`src/verilog/tacc_regs.vh`:
```
// Constants for the touch converter control block: register map,
// field positions, reset values and settle timing counts.
// Assumes a 125 MHz ref_clk; included by the control block only.
`ifndef TACC_REGS_VH
`define TACC_REGS_VH

`define TACC_CTRL_ADDR 8'h00
`define TACC_PAGE_CTRL 2'h1
`define TACC_PAGE_RES 2'h0

`define TACC_MODE_BIT 15
`define TACC_STAT_BIT 14
`define TACC_FUNC_HI 13
`define TACC_FUNC_LO 10
`define TACC_RES_HI 9
`define TACC_RES_LO 8
`define TACC_AVG_HI 7
`define TACC_AVG_LO 6
`define TACC_CLK_HI 5
`define TACC_CLK_LO 4
`define TACC_SET_HI 3
`define TACC_SET_LO 1

`define TACC_FUNC_NONE 4'h0
`define TACC_RES_12A 2'h0
`define TACC_RES_8 2'h1
`define TACC_RES_10 2'h2

// Settle times in microseconds, then in ref_clk cycles; 24 bits hold
// the longest product without any cut
`define TACC_CLK_MHZ 24'h00007d
`define TACC_T1_US 24'h000064
`define TACC_T2_US 24'h0001f4
`define TACC_T3_US 24'h0003e8
`define TACC_T4_US 24'h001388
`define TACC_T5_US 24'h002710
`define TACC_T6_US 24'h00c350
`define TACC_T7_US 24'h0186a0
`define TACC_CYC(us) ((us) * `TACC_CLK_MHZ)

// Cycles of one simulated conversion, per conversion clock code
`define TACC_CONV_BASE 24'h000010

`endif

```
`src/verilog/tacc_conv_ctrl.v`:
```
// Touch screen converter control: control register, sequencer and
// result routing. Assumes a simple synchronous host register port
// (page, address, write strobe, read strobe) and an analog front end
// that returns one sample per conversion start.
`timescale 1ns/1ps
`include "tacc_regs.vh"

module tacc_conv_ctrl (
   // Clock and reset
   input wire ref_clk,
   input wire reset_n,
   // Host register port
   input wire [1:0] reg_page,
   input wire [7:0] reg_addr,
   input wire reg_wr,
   input wire reg_rd,
   input wire [15:0] reg_wdata,
   output reg [15:0] reg_rdata,
   // Touch front end
   input wire pen_down_flag,
   output wire [3:0] adc_input_sel,
   output wire adc_power_on,
   output wire [1:0] panel_drive,
   output wire adc_start,
   input wire adc_done,
   input wire [11:0] adc_sample,
   // Status pin, low while busy
   output wire result_available_output
);
   localparam ST_IDLE = 3'd0;
   localparam ST_SETTLE = 3'd1;
   localparam ST_START = 3'd2;
   localparam ST_WAIT = 3'd3;
   localparam ST_NEXT = 3'd4;

   reg pen_state_mode_bit_q;
   reg [3:0] function_select_q;
   reg [1:0] resolution_select_q;
   reg [1:0] averaging_select_q;
   reg [1:0] clock_select_q;
   reg [2:0] settle_time_select_q;
   reg run_q;
   reg [2:0] state_q;
   reg [23:0] settle_q;
   reg [4:0] avg_cnt_q;
   reg [15:0] acc_q;
   reg [1:0] step_q;
   reg [15:0] result_q;
   reg [3:0] res_addr_q;
   reg wr_res_q;
   reg rd_res_q;
   // Host mode starts once per valid write; idle would otherwise restart
   reg req_q;
   wire [15:0] mem_rdata;
   wire ctrl_sel;
   wire busy;
   wire [15:0] avg_val;
   reg [23:0] settle_cycles;
   reg [4:0] avg_total;
   reg [3:0] avg_shift;
   reg [1:0] last_step;
   reg [3:0] slot;
   reg [3:0] in_sel;
   reg [11:0] masked;

   assign ctrl_sel = (reg_page == `TACC_PAGE_CTRL) &&
      (reg_addr == `TACC_CTRL_ADDR);
   assign busy = (state_q != ST_IDLE);
   assign result_available_output = ~busy;
   assign adc_power_on = run_q;
   assign adc_start = (state_q == ST_START);
   assign adc_input_sel = in_sel;
   assign avg_val = acc_q >> avg_shift;
   assign panel_drive = (busy && function_select_q <= 4'h5) ?
      ((in_sel[0]) ? 2'h2 : 2'h1) : 2'h0;

   // Settle time by code
   always @* begin
      case (settle_time_select_q)
         3'd1: settle_cycles = `TACC_CYC(`TACC_T1_US);
         3'd2: settle_cycles = `TACC_CYC(`TACC_T2_US);
         3'd3: settle_cycles = `TACC_CYC(`TACC_T3_US);
         3'd4: settle_cycles = `TACC_CYC(`TACC_T4_US);
         3'd5: settle_cycles = `TACC_CYC(`TACC_T5_US);
         3'd6: settle_cycles = `TACC_CYC(`TACC_T6_US);
         3'd7: settle_cycles = `TACC_CYC(`TACC_T7_US);
         default: settle_cycles = 24'h000000;
      endcase
   end

   // Samples per average and the divide shift
   always @* begin
      case (averaging_select_q)
         2'h1: begin avg_total = 5'd4; avg_shift = 4'd2; end
         2'h2: begin avg_total = 5'd8; avg_shift = 4'd3; end
         2'h3: begin avg_total = 5'd16; avg_shift = 4'd4; end
         default: begin avg_total = 5'd1; avg_shift = 4'd0; end
      endcase
   end

   // Steps and slots per function; slot numbers match page-0 order
   always @* begin
      last_step = 2'd0;
      slot = function_select_q;
      in_sel = function_select_q;
      case (function_select_q)
         4'h1: begin
            last_step = 2'd1;
            slot = {2'b00, step_q};
            in_sel = {2'b00, step_q};
         end
         4'h2: begin
            last_step = 2'd3;
            slot = {2'b00, step_q};
            in_sel = {2'b00, step_q};
         end
         4'h3: begin slot = 4'h0; in_sel = 4'h0; end
         4'h4: begin slot = 4'h1; in_sel = 4'h1; end
         4'h5: begin
            last_step = 2'd1;
            slot = {3'b001, step_q[0]};
            in_sel = slot;
         end
         4'hb: begin
            last_step = 2'd3;
            slot = {2'b01, step_q} + 4'h2;
            in_sel = slot;
         end
         default: begin
            slot = function_select_q;
            in_sel = function_select_q;
         end
      endcase
   end

   // Resolution truncation of the averaged sample
   always @* begin
      masked = avg_val[11:0];
      case (resolution_select_q)
         `TACC_RES_8: masked = {avg_val[11:4], 4'h0};
         `TACC_RES_10: masked = {avg_val[11:2], 2'h0};
         default: masked = avg_val[11:0];
      endcase
   end

   always @(posedge ref_clk or negedge reset_n) begin
      if (!reset_n) begin
         pen_state_mode_bit_q <= 1'b0;
         function_select_q <= `TACC_FUNC_NONE;
         resolution_select_q <= `TACC_RES_12A;
         averaging_select_q <= 2'h0;
         clock_select_q <= 2'h0;
         settle_time_select_q <= 3'h0;
         run_q <= 1'b1;
         state_q <= ST_IDLE;
         settle_q <= 24'h0;
         avg_cnt_q <= 5'h0;
         acc_q <= 16'h0;
         step_q <= 2'h0;
         result_q <= 16'h0;
         res_addr_q <= 4'h0;
         wr_res_q <= 1'b0;
         reg_rdata <= 16'h0;
         rd_res_q <= 1'b0;
         req_q <= 1'b0;
      end else begin
         wr_res_q <= 1'b0;
         rd_res_q <= reg_rd && (reg_page == `TACC_PAGE_RES);
         if (reg_rd && ctrl_sel) begin
            reg_rdata <= {pen_down_flag, ~busy, function_select_q,
               resolution_select_q, averaging_select_q, clock_select_q,
               settle_time_select_q, 1'b0};
         end else if (rd_res_q) begin
            reg_rdata <= mem_rdata;
         end
         case (state_q)
            ST_IDLE: begin
               step_q <= 2'h0;
               avg_cnt_q <= 5'h0;
               acc_q <= 16'h0;
               if (run_q && function_select_q != `TACC_FUNC_NONE &&
                  function_select_q < 4'hd &&
                  (pen_state_mode_bit_q ? pen_down_flag : req_q)) begin
                  state_q <= ST_SETTLE;
                  req_q <= 1'b0;
                  settle_q <= pen_state_mode_bit_q ?
                     settle_cycles : 24'h0;
               end
            end
            ST_SETTLE: begin
               // A lifted pen cancels a self-driven run before sampling
               if (pen_state_mode_bit_q && !pen_down_flag) begin
                  state_q <= ST_IDLE;
               end else if (settle_q == 24'h0) begin
                  state_q <= ST_START;
               end else begin
                  settle_q <= settle_q - 24'h1;
               end
            end
            ST_START: state_q <= ST_WAIT;
            ST_WAIT: begin
               if (adc_done) begin
                  acc_q <= acc_q + {4'h0, adc_sample};
                  avg_cnt_q <= avg_cnt_q + 5'h1;
                  state_q <= (avg_cnt_q + 5'h1 == avg_total) ?
                     ST_NEXT : ST_START;
               end
            end
            ST_NEXT: begin
               acc_q <= 16'h0;
               avg_cnt_q <= 5'h0;
               wr_res_q <= 1'b1;
               res_addr_q <= slot;
               result_q <= {4'h0, masked};
               if (step_q != last_step) begin
                  step_q <= step_q + 2'h1;
                  state_q <= ST_START;
               end else if (function_select_q <= 4'h2 &&
                  pen_down_flag) begin
                  step_q <= 2'h0;
                  state_q <= ST_SETTLE;
                  settle_q <= 24'h0;
               end else begin
                  state_q <= ST_IDLE;
               end
            end
            default: state_q <= ST_IDLE;
         endcase
         if (reg_wr && ctrl_sel) begin
            pen_state_mode_bit_q <= reg_wdata[`TACC_MODE_BIT];
            function_select_q <= reg_wdata[`TACC_FUNC_HI:`TACC_FUNC_LO];
            resolution_select_q <= reg_wdata[`TACC_RES_HI:`TACC_RES_LO];
            averaging_select_q <= reg_wdata[`TACC_AVG_HI:`TACC_AVG_LO];
            clock_select_q <= reg_wdata[`TACC_CLK_HI:`TACC_CLK_LO];
            settle_time_select_q <= reg_wdata[`TACC_SET_HI:`TACC_SET_LO];
            run_q <= ~reg_wdata[`TACC_STAT_BIT];
            req_q <= ~reg_wdata[`TACC_STAT_BIT];
            if (reg_wdata[`TACC_STAT_BIT] ||
               (reg_wdata[`TACC_FUNC_HI:`TACC_FUNC_LO] ==
               `TACC_FUNC_NONE)) begin
               state_q <= ST_IDLE;
               wr_res_q <= 1'b0;
            end
         end
      end
   end

   // Results arrive already cut to the selected resolution
   tacc_result_mem u_mem (
      .ref_clk(ref_clk),
      .wr_en(wr_res_q && function_select_q != `TACC_FUNC_NONE),
      .wr_addr(res_addr_q),
      .wr_data(result_q),
      .rd_addr(reg_addr[3:0]),
      .rd_data(mem_rdata)
   );
endmodule

```
`src/verilog/tacc_result_mem.v`:
```
// Result memory: one 16-bit word per page-0 result slot.
// Written by the converter sequencer, read by the host port.
`timescale 1ns/1ps
module tacc_result_mem (
   // Clock
   input wire ref_clk,
   // Write side
   input wire wr_en,
   input wire [3:0] wr_addr,
   input wire [15:0] wr_data,
   // Read side, registered
   input wire [3:0] rd_addr,
   output reg [15:0] rd_data
);
   reg [15:0] mem [0:15];

   always @(posedge ref_clk) begin
      if (wr_en) begin
         mem[wr_addr] <= wr_data;
      end
      rd_data <= mem[rd_addr];
   end
endmodule
```
`config.mk`:
```
export PLATFORM = sky130hd
export DESIGN_NAME = tacc_conv_ctrl
export DESIGN_NICKNAME = d
export VERILOG_FILES = /design/src/verilog/tacc_conv_ctrl.v /design/src/verilog/tacc_result_mem.v
export VERILOG_INCLUDE_DIRS = /design/src /design/src/verilog
export SDC_FILE = /design/constraint.sdc
export NUM_CORES = 1
export LEC_CHECK = 0
export ABC_AREA = 1
export CORE_ASPECT_RATIO = 1.75
export CORE_UTILIZATION = 69
export CTS_BUF_LIST = sky130_fd_sc_hd__clkbuf_16
export DETAILED_ROUTE_END_ITERATION = 6
export DONT_BUFFER_PORTS = 1
export PLACE_DENSITY = 0.81
export REMOVE_ABC_BUFFERS = 1
export SLEW_MARGIN = 20
export SYNTH_ARGS = -nofsm -noshare
export SYNTH_HDL_FRONTEND = slang
export SYNTH_SLANG_ARGS = --single-unit
```
`constraint.sdc`:
```
create_clock -name ref_clk -period 5.65 [get_ports ref_clk]
set_input_delay 0.8475 -clock ref_clk [delete_from_list [all_inputs] [get_ports ref_clk]]
set_output_delay 0.8475 -clock ref_clk [all_outputs]
set_load 0.05 [all_outputs]
```
==> impl_results.rst, run 1 <==
.. list-table::
   :header-rows: 1

   * - Metric
     - Value
   * - Yosys warning count
     - 0
   * - Avg Synthesized Cell Area
     - 9.46 sq um
   * - Mux cell area share after synthesis
     - 0.00447
   * - TritonCTS sink count
     - 304
   * - Largest cells by area after synthesis
     - edfxtp_1 (40%), dfrtp_1 (17%), nand2_1 (7.7%), nor2_1 (5.8%), o21ai_0 (5.3%)
   * - Worst setup timing slack at the placement stage
     - 2330 ps
   * - Ratio of final minimum period to clock period
     - 0.688
   * - Most used flip-flop cell after synthesis
     - edfxtp_1
   * - Via density per instance
     - 6.28
   * - Xor/xnor share of the synthesized area
     - 0.00246
   * - RSZ-0062 raised after global routing
     - false
   * - Buffer cell driving the clock tree root
     - clkbuf_16
   * - Total routed wirelength
     - 36500 um
   * - Floorplan core area
     - 20300 sq um
   * - Pins Over Slew Limit
     - 0
   * - Number of fillers in the final layout
     - 1403
   * - #FFs+latches synth
     - 304
   * - Area growth, synth to finish
     - 7.11%
   * - Post-synthesis cell area
     - 14300 sq um
   * - Number of search-and-repair iterations in the first detailed-routing pass
     - 5
   * - Total instance count after detailed placement
     - 1709
   * - Number of resized instances in the post-cts repair step
     - 0
   * - Endpoints failing setup
     - 0
   * - Total number of placement rows
     - 69
   * - Fraction of layout instances using a drive strength above 1
     - 0.0662
   * - Power per unit of standard cell area
     - 350 nW/um^2
   * - Antenna Violating Nets Remaining
     - 0
   * - Number of antenna violations at the first check in global routing
     - 1
   * - Largest net degree at the start of global routing
     - 98
   * - Worst hold path type
     - in -> async
   * - Die width
     - 111 um
   * - Buffer and inverter count on the worst path
     - 0
   * - Tot Pwr
     - 5340 uW
   * - Maximum resistive drop on vdd
     - 0.328 mV
   * - Adder and majority gate portion of the synthesized area
     - 0.0190
   * - Clock transition at path regs
     - 70 ps
   * - Count leader, synth
     - nand2_1
   * - Crit path top cell by count
     - nand3_2
   * - DRC Markers
     - 0
   * - Cell type contributing the most total cell area after synthesis
     - edfxtp_1
   * - Minimum clock period
     - 3890 ps
   * - Number of buffers added by the clock tree synthesis step
     - 26
   * - Part of the Yosys area used for sequential elements
     - 0.597
   * - Final Net Count
     - 1556
   * - Crit-path slowest cell
     - nor2_1
   * - Height of the die
     - 192 um
   * - Ports
     - 69
   * - Post-Syn Instances
     - 1508
   * - Commonest cells in the netlist
     - nand2_1 (293), nor2_1 (220), edfxtp_1 (192), o21ai_0 (150), nand3_1 (146)
   * - Worst setup path class
     - reg -> out
   * - Compound-gate portion of the synthesized area
     - 0.122
   * - Global-route wire length before repair
     - 57000 um
   * - Async S/R FF share, synth
     - 0.329
   * - GRT Overall Usage
     - 0.346
   * - Worst Skew
     - 11.5 ps
   * - Lkg Pwr
     - 0.00651 uW
   * - Longest individual stage delay on the worst path
     - 890 ps
   * - Final number of hold-violating endpoints
     - 0
   * - Startpoint type of the worst setup path
     - register
   * - Post-route setup TNS
     - 0 ps
   * - Number of H-tree levels
     - 1
   * - Total global routing overflow
     - 0
   * - Deepest clock path buffer count
     - 3
   * - Max-cap check violation count
     - 0
   * - Number of buffers added on ports
     - 0
   * - TritonCTS clock tree
     - yes
   * - Worst relative slew slack
     - 0.238
   * - Clock insertion delay at the later pin of the skew report
     - 540 ps
   * - Number of DRC markers after the initial detailed-route iteration
     - 1071
   * - Data arrival time of the critical path
     - 3040 ps
   * - Ordered list of cells on the worst path
     - nor2_2 > nand3_2 > nand3_2 > a21oi_1 > nand2_1 > nand3_1 > nor2_1
   * - CP endpoint kind
     - output pin
   * - Largest fanout of any net on the critical path
     - 6
   * - Dominant combinational cell family by area after synthesis
     - simple AND/OR/NAND/NOR gates
   * - Number of enable-type register cells in the synthesized netlist
     - 192
   * - Worst path top cell family by delay
     - simple AND/OR/NAND/NOR gates
   * - Diodes inserted
     - 0
   * - DR vias
     - 11100
   * - Pin slew with the least headroom to its limit
     - 1140 ps
   * - Synth cell types
     - 51
   * - Slack of the critical path
     - 1760 ps
   * - Drt wl/cell
     - 20.7 um
   * - Area of the die
     - 21300 sq um
   * - Data required time at the worst endpoint
     - 4800 ps
   * - Result of the run
     - completed
   * - Fraction of post-synthesis cell area in the top cell type by area
     - 0.404
   * - Simple-gate share of the synthesized area
     - 0.210
   * - DP Wirelength
     - 24200 um
   * - Maximum operating frequency
     - 257 MHz
   * - Finished Layout Cells
     - 1759
   * - Weighted congestion reported at the end of routability-driven placement
     - 0.984
   * - Vias in the first global route
     - 10900
   * - Starting density of the core
     - 0.703
layout make-up:
| cell class | instances | area [sq um] | area share |
|---|---|---|---|
| Tap cell | 248 | 310 | 0.0203 |
| Multi-Input combinational cell | 1041 | 5120 | 0.335 |
| Timing Repair Buffer | 20 | 173 | 0.0113 |
| Sequential cell | 304 | 8510 | 0.557 |
| Clock inverter | 21 | 118 | 0.00770 |
| Inverter | 98 | 368 | 0.0241 |
| Clock buffer | 27 | 676 | 0.0442 |
layout by cell type, fill, tap and decap left out, types with 7 or more instances in the layout:
cell and count:
nand3_1 146, o22ai_1 42, o21ai_1 11, nand2_1 293, inv_2 11, buf_4 18, a21oi_1 48, ha_1 20
o221ai_1 17, clkbuf_16 27, nand4_1 15, clkinv_2 7, nor2_1 217, inv_1 91, edfxtp_1 192, dfrtp_1 99
o21ai_0 150, dfxtp_1 12, o211ai_1 17
stage by stage:
stage | instance area [sq um] | hold slack, ps | util
floorplan | 14000 | 417 | -
global placement | 14400 | 464 | 0.711
detailed placement | 14400 | 464 | 0.712
CTS | 15300 | 142 | 0.753
global route | 15300 | 145 | 0.753
finish | 15300 | 157 | 0.753
where the power goes:
| group | switching [uW] | leakage [uW] | internal [uW] |
|---|---|---|---|
| sequential | 194 | 0.00349 | 2450 |
| combinational | 727 | 0.00261 | 292 |
| clock | 808 | 0.000410 | 875 |
| total | 1730 | 0.00651 | 3620 |
registers in the layout, summed over array words and instances, names as in the netlist, 2 cells and up:
| register | flops |
|---|---|
| u_mem.mem | 192 |
| settle_q | 24 |
| acc_q | 16 |
| reg_rdata | 16 |
| result_q | 12 |
| u_mem.rd_data | 12 |
| avg_cnt_q | 5 |
| function_select_q | 4 |
| res_addr_q | 4 |
| settle_time_select_q | 3 |
| state_q | 3 |
| averaging_select_q | 2 |
| clock_select_q | 2 |
| resolution_select_q | 2 |
| step_q | 2 |
routing by layer:
metal / GRT usage / share of wire / vias to the layer above
li1: - / - / 5210
met3: 0.0492 / 0.061 / 103
met4: 0.166 / 0.044 / 2
met1: 0.381 / 0.35 / 5301
met5: 0 / 0.00036 / -
met2: 0.652 / 0.54 / 439
repair_timing:
| item | CTS | global route |
|---|---|---|
| hold buffers | 2 | 0 |
| buffers inserted | 0 | 0 |
| hold endpoints to repair | 80 | 0 |
final timing paths:
kind                                                       start                       end  slack (ps)  cells after the start
worst max-delay path            function_select_q[2]$_DFFE_PN0P_            panel_drive[0]        1760                      7
worst min-delay path                                     reset_n  adc_power_on$_DFFE_PN1P_         160                      0
worst max register to register              state_q[2]$_DFF_PN0_  settle_q[10]$_DFFE_PN0P_        2980                      8
worst min register to register          u_mem.rd_data[0]$_DFF_P_  reg_rdata[0]$_DFFE_PN0P_         470                      2
max in group asynchronous                                reset_n     acc_q[14]$_DFFE_PN0P_        4120                      1
min in group ref_clk                                 reg_page[1]        rd_res_q$_DFF_PN0_         370                      1
kinds of logic after synthesis:
kind of cell	after synthesis
AOI/OAI and AO/OA	306
xor gates and xnor gates	4
adders and majority gates	21
buffers and inverters	163
DFF	304
muxes	6
and+or+nand+nor	704
Note: power is estimated with default switching activity, not from simulation.
==> inputs of run 2 (changes only) <==
Settings changed: CORE_UTILIZATION 69 to 64, PLACE_DENSITY 0.81 to 0.76.
Clock period 5.65 ns to 4 ns, I/O delays scaled along.
==> run 2 against run 1 <==
Net effect: the flow now finishes with violations (hold timing); combinational power up 41%; final cell count is 3.0% higher; sequential share of layout area decreased by 0.41 points; global-route usage is 3.1 points lower; design area rose by 0.75%; via count decreased by 1.0%; clock power is 40% higher; sequential power rose by 41%.
==> impl_results.rst, run 2 (same netlist as run 1, synthesis figures left out) <==
.. list-table::
   :header-rows: 1

   * - Metric
     - Value
   * - Result of the run
     - finished with violations
   * - Failing checks
     - hold timing
   * - Max-cap check violation count
     - 0
   * - Number of flip-flops under the largest register name
     - 192
   * - Worst hold path type
     - in -> async
   * - Largest net degree at the start of global routing
     - 101
   * - Routed length on met3
     - 2140 um
   * - Worst Setup EP
     - panel_drive[0]
   * - Deepest clock path buffer count
     - 3
   * - Number of search-and-repair iterations in the first detailed-routing pass
     - 5
   * - Floorplan core area
     - 21700 sq um
   * - Post-route setup TNS
     - 0 ps
   * - Data arrival time of the critical path
     - 2280 ps
   * - Total number of placement rows
     - 71
   * - Number of antenna violations at the first check in global routing
     - 0
   * - Highest layer used for signal routing
     - met4
   * - Slack of the critical path
     - 1120 ps
   * - RSZ-0062 raised after global routing
     - false
   * - Via density per instance
     - 6.04
   * - Finished Layout Cells
     - 1812
   * - Number of buffers added on ports
     - 0
   * - Startpoint type of the worst setup path
     - register
   * - Ports
     - 69
   * - Total global routing overflow
     - 0
   * - Ratio of final minimum period to clock period
     - 0.720
   * - Register ranked first by flip-flop count
     - u_mem.mem
   * - Crit Reg-Reg Startpoint
     - state_q[1]$_DFF_PN0_
   * - Maximum operating frequency
     - 347 MHz
   * - TritonCTS sink count
     - 304
   * - Worst Skew
     - 20.9 ps
   * - Power per unit of standard cell area
     - 489 nW/um^2
   * - Worst relative slew slack
     - 0.283
   * - Die width
     - 115 um
   * - DR vias
     - 10900
   * - DRC Markers
     - 0
   * - Crit path launch
     - function_select_q[1]$_DFFE_PN0P_
   * - Global-route wire length before repair
     - 54500 um
   * - Largest fanout of any net on the critical path
     - 6
   * - Reg2Reg Setup Slack
     - 1470 ps
   * - Final Net Count
     - 1565
   * - Antenna Violating Nets Remaining
     - 0
   * - Clock transition at path regs
     - 70 ps
   * - TritonCTS clock tree
     - yes
   * - Area of the die
     - 22900 sq um
   * - Worst setup timing slack at the placement stage
     - 1500 ps
   * - Worst Hold Slack
     - -32.6 ps
   * - Total routed wirelength
     - 35400 um
   * - Fraction of layout instances using a drive strength above 1
     - 0.0704
   * - Buffer cell driving the clock tree root
     - clkbuf_16
   * - Pins Over Slew Limit
     - 0
   * - Worst setup path class
     - reg -> out
   * - Height of the die
     - 199 um
   * - Clock insertion delay at the later pin of the skew report
     - 540 ps
   * - Diodes inserted
     - 0
   * - Final number of hold-violating endpoints
     - 20
   * - Vias in the first global route
     - 10600
   * - Capture instance of the worst register-to-register path
     - settle_q[11]$_DFFE_PN0P_
   * - GRT Overall Usage
     - 0.315
   * - Commonest cells after routing, fill and taps aside
     - nand2_1 (293), nor2_1 (220), edfxtp_1 (192), o21ai_0 (150), nand3_1 (146)
   * - DP Wirelength
     - 24100 um
   * - Routed met2 length
     - 18600 um
   * - Leading cell type in the layout, fill and taps excluded
     - nand2_1
   * - Number of resized instances in the post-cts repair step
     - 0
   * - Number of buffers added by the clock tree synthesis step
     - 26
   * - M1 WL
     - 12900 um
   * - Drt wl/cell
     - 19.6 um
   * - Total instance count after detailed placement
     - 1763
   * - Number of DRC markers after the initial detailed-route iteration
     - 743
   * - Endpoints failing setup
     - 0
   * - Largest registers
     - u_mem.mem: 192 flops, settle_q: 24 flops
   * - Minimum clock period
     - 2880 ps
   * - CP endpoint kind
     - output pin
   * - Weighted congestion reported at the end of routability-driven placement
     - 0.960
   * - Data required time at the worst endpoint
     - 3400 ps
   * - Lkg Pwr
     - 0.00642 uW
   * - R2R cell count
     - 10
   * - Area growth, synth to finish
     - 7.90%
   * - Starting density of the core
     - 0.658
   * - Pin slew with the least headroom to its limit
     - 1070 ps
   * - Share of the core filled with cells
     - 0.710
   * - Maximum resistive drop on vdd
     - 0.484 mV
   * - Number of H-tree levels
     - 1
-- run 2: changes by cell type in the layout (fill, tap and decap cells not counted), sizes merged --
cell	change
dlygate4sd3	-1
clkinvlp	+2
clkinv	-3
inv	+1
buf	+10
-- run 2: repair_timing --
action | 4_1_cts | 5_1_grt
setup buffers | 0 | 0
hold buffers | 1 | 0
endpoints found under the hold margin | 100 | 0
-- run 2: through the flow --
stage / power [uW] / area [sq um]
after floorplan: 4790 / 14000
after global placement: 5150 / 14600
after detailed placement: 5190 / 14600
after CTS: 7530 / 15400
after global routing: 7870 / 15400
final: 7520 / 15400
-- run 2: how the worst min path moves through the flow --
stage                            to  slack, ps  depth (start not counted)
2_1_floorplan  acc_q[0]$_DFFE_PN0P_        300                          0
3_3_place_gp   acc_q[6]$_DFFE_PN0P_        310                          0
3_5_place_dp   acc_q[4]$_DFFE_PN0P_        310                          0
4_1_cts        acc_q[3]$_DFFE_PN0P_          1                          1
5_1_grt        acc_q[2]$_DFFE_PN0P_          7                          1
6_report       acc_q[1]$_DFFE_PN0P_        -30                          1
-- run 2: final cells by class --
type,instances,area [sq um]
clock buffers,27,676
multi-input cells,1041,5110
well taps,292,365
repair buffers,29,250
flip-flops and latches,304,8510
clock inverters,21,113
inverters,98,368
fillers,1694,6290
-- run 2: critical path, stage by stage, from the launching register on --
cell and delay, ps:
dfrtp_1 460, nand2_1 160, inv_2 60, nand2_2 110, nand3_2 100, a21oi_1 200
nand2_1 110, nand3_1 80, buf_4 220, nor2_1 70, buf_4 190
-- run 2: where the power goes --
part	total [uW]	switching (uW)	internal (uW)	leakage, uW
Sequential	3730	274	3460	0.00335
Clock	2350	1120	1230	0.000404
Combinational	1440	1020	416	0.00267
-- run 2: routing by layer --
layer  vias to the layer above  global-route usage
li1                       5226                   -
met1                      5262               0.349
met2                       343               0.576
met3                       110              0.0485
met4                         0               0.163
met5                         -                   0
==> inputs of run 3 (changes only) <==
Clock period 4 ns to 2.93 ns, I/O delays scaled along.
==> run 3 against run 2 <==
Net effect: the flow now finishes without violations; routed wire length is 2.3% lower; total power increased by 36%; flip-flop and latch count is the same; combinational power grew 36%; final cell count grew 0.44%; die area unchanged; critical endpoint is now adc_input_sel[1]; largest cell class unchanged; largest power group unchanged.
==> impl_results.rst, run 3 (same netlist as run 1, synthesis figures left out) <==
.. list-table::
   :header-rows: 1

   * - Metric
     - Value
   * - Result of the run
     - completed
   * - Largest net degree at the start of global routing
     - 101
   * - Final number of hold-violating endpoints
     - 0
   * - Fraction of power spent switching nets
     - 0.317
   * - Global-route wire length before repair
     - 53200 um
   * - Diodes inserted
     - 0
   * - Number of H-tree levels
     - 1
   * - Reg2Reg Setup Slack
     - 640 ps
   * - Number of buffers added on ports
     - 0
   * - Comb pwr share
     - 0.192
   * - Number of buffers inserted to repair setup after CTS
     - 0
   * - Fraction of layout instances using a drive strength above 1
     - 0.0694
   * - Ratio of final minimum period to clock period
     - 0.919
   * - Height of the die
     - 199 um
   * - Total routed wirelength
     - 34600 um
   * - Critical path depth in cells
     - 6
   * - Number of DRC markers after the initial detailed-route iteration
     - 786
   * - DR vias
     - 10900
   * - Crit path top cell by count
     - nand3_2
   * - Clock power share
     - 0.310
   * - Commonest cells after routing, fill and taps aside
     - nand2_1 (293), nor2_1 (220), edfxtp_1 (192), o21ai_0 (150), nand3_1 (146)
   * - Minimum clock period
     - 2690 ps
   * - Startpoint type of the worst setup path
     - register
   * - Capture instance of the worst register-to-register path
     - u_mem.mem[7][6]$_DFFE_PP_
   * - Hold Path Stages
     - 1
   * - Endpoints failing setup
     - 0
   * - Worst Hold Slack
     - 8.94 ps
   * - GRT Overall Usage
     - 0.310
   * - Finished Layout Cells
     - 1820
   * - Largest registers
     - u_mem.mem: 192 flops, settle_q: 24 flops
   * - Ports
     - 69
   * - Worst path top cell family by delay
     - simple AND/OR/NAND/NOR gates
   * - Leading cell type in the layout, fill and taps excluded
     - nand2_1
   * - Net load switching power
     - 3240 uW
   * - Weighted congestion reported at the end of routability-driven placement
     - 0.981
   * - Number of search-and-repair iterations in the first detailed-routing pass
     - 6
   * - Antenna Violating Nets Remaining
     - 0
   * - Total global routing overflow
     - 0
   * - Floorplan core area
     - 21700 sq um
   * - Vias in the first global route
     - 10400
   * - Final Net Count
     - 1573
   * - Worst hold path type
     - in -> reg
   * - Clock insertion delay at the later pin of the skew report
     - 540 ps
   * - Power per unit of standard cell area
     - 662 nW/um^2
   * - Critical hold path startpoint
     - reg_wdata[14]
   * - R2R cell count
     - 5
   * - Area growth, synth to finish
     - 8.34%
   * - Longest individual stage delay on the worst path
     - 580 ps
   * - Drt wl/cell
     - 19.0 um
   * - Worst relative slew slack
     - 0.378
   * - Buffer cell driving the clock tree root
     - clkbuf_16
   * - Register ranked first by flip-flop count
     - u_mem.mem
   * - Crit Reg-Reg Startpoint
     - function_select_q[2]$_DFFE_PN0P_
   * - Maximum operating frequency
     - 372 MHz
   * - Pint
     - 6990 uW
   * - Max-cap check violation count
     - 0
   * - Sequential group share of total power
     - 0.498
   * - Crit path launch
     - function_select_q[2]$_DFFE_PN0P_
   * - Number of flip-flops under the largest register name
     - 192
   * - Lkg Pwr
     - 0.00646 uW
   * - TritonCTS clock tree
     - yes
   * - Buffer and inverter count on the worst path
     - 0
   * - Crit-path slowest cell
     - nand4_1
   * - TritonCTS sink count
     - 304
   * - Data required time at the worst endpoint
     - 2490 ps
   * - Pins Over Slew Limit
     - 0
   * - Worst Setup EP
     - adc_input_sel[1]
   * - Pin slew with the least headroom to its limit
     - 927 ps
   * - Area of the die
     - 22900 sq um
   * - Largest fanout of any net on the critical path
     - 6
   * - DRC Markers
     - 0
   * - RSZ-0062 raised after global routing
     - false
   * - CP endpoint kind
     - output pin
   * - Worst Skew
     - 13.0 ps
   * - Die width
     - 115 um
   * - Number of antenna violations at the first check in global routing
     - 0
   * - Via density per instance
     - 5.99
   * - Total instance count after detailed placement
     - 1767
   * - Maximum resistive drop on vdd
     - 0.894 mV
   * - Clock transition at path regs
     - 70 ps
   * - Number of buffers added by the clock tree synthesis step
     - 26
   * - Deepest clock path buffer count
     - 3
   * - Number of resized instances in the post-cts repair step
     - 0
   * - Worst setup path class
     - reg -> out
   * - Number of buffers inserted by hold repair at cts
     - 5
   * - Total number of placement rows
     - 71
   * - Starting density of the core
     - 0.658
   * - DP Wirelength
     - 23400 um
   * - Data arrival time of the critical path
     - 2250 ps
   * - Ordered list of cells on the worst path
     - nor2_2 > nand3_2 > nand3_2 > a21oi_1 > nand2_1 > nand4_1
run 3: cell count changes in the layout (fill, tap and decap cells not counted), sizes merged:
cell,delta
buf,+4
dlygate4sd3,+4
clkinvlp,-2
clkinv,+1
inv,+1
run 3: power groups by stage:
| stage | Combinational, uW | Clock (uW) | Sequential (uW) |
|---|---|---|---|
| finish | 1960 | 3170 | 5100 |
| global route | 2220 | 3370 | 5120 |
| CTS | 1960 | 3200 | 5090 |
| detailed placement | 1910 | 0 | 5180 |
| global placement | 1870 | 0 | 5180 |
| floorplan | 1450 | 0 | 5090 |
run 3: how the worst min path moves through the flow:
stage | end | slack (ps)
final | req_q$_DFFE_PN0P_ | 9
after global routing | req_q$_DFFE_PN0P_ | 10
after CTS | req_q$_DFFE_PN0P_ | 2
after detailed placement | acc_q[6]$_DFFE_PN0P_ | 150
after global placement | acc_q[6]$_DFFE_PN0P_ | 150
after floorplan | acc_q[0]$_DFFE_PN0P_ | 140
run 3: metal layers:
layer,part of all wire,track usage,wire length [um]
met1,0.36,0.333,12400
met2,0.54,0.581,18600
met3,0.057,0.0467,1960
met4,0.047,0.153,1610
met5,0,0,0
run 3: cell type report:
class / instances / area (sq um)
Sequential cell: 304 / 8510
Fill cell: 1635 / 6220
Multi-Input combinational cell: 1041 / 5110
Clock buffer: 27 / 676
Inverter: 98 / 368
Tap cell: 292 / 365
Timing Repair Buffer: 37 / 320
Clock inverter: 21 / 105
run 3: through the flow:
step	worst slack [ps]	total power, uW	util	TNS, ps	instance area, sq um
floorplan	-402	6540	-	-7390	14000
global route	165	10700	0.713	0	15500
finish	239	10200	0.713	0	15500
CTS	268	10300	0.713	0	15500
global placement	753	7050	0.674	0	14600
detailed placement	657	7090	0.674	0	14600
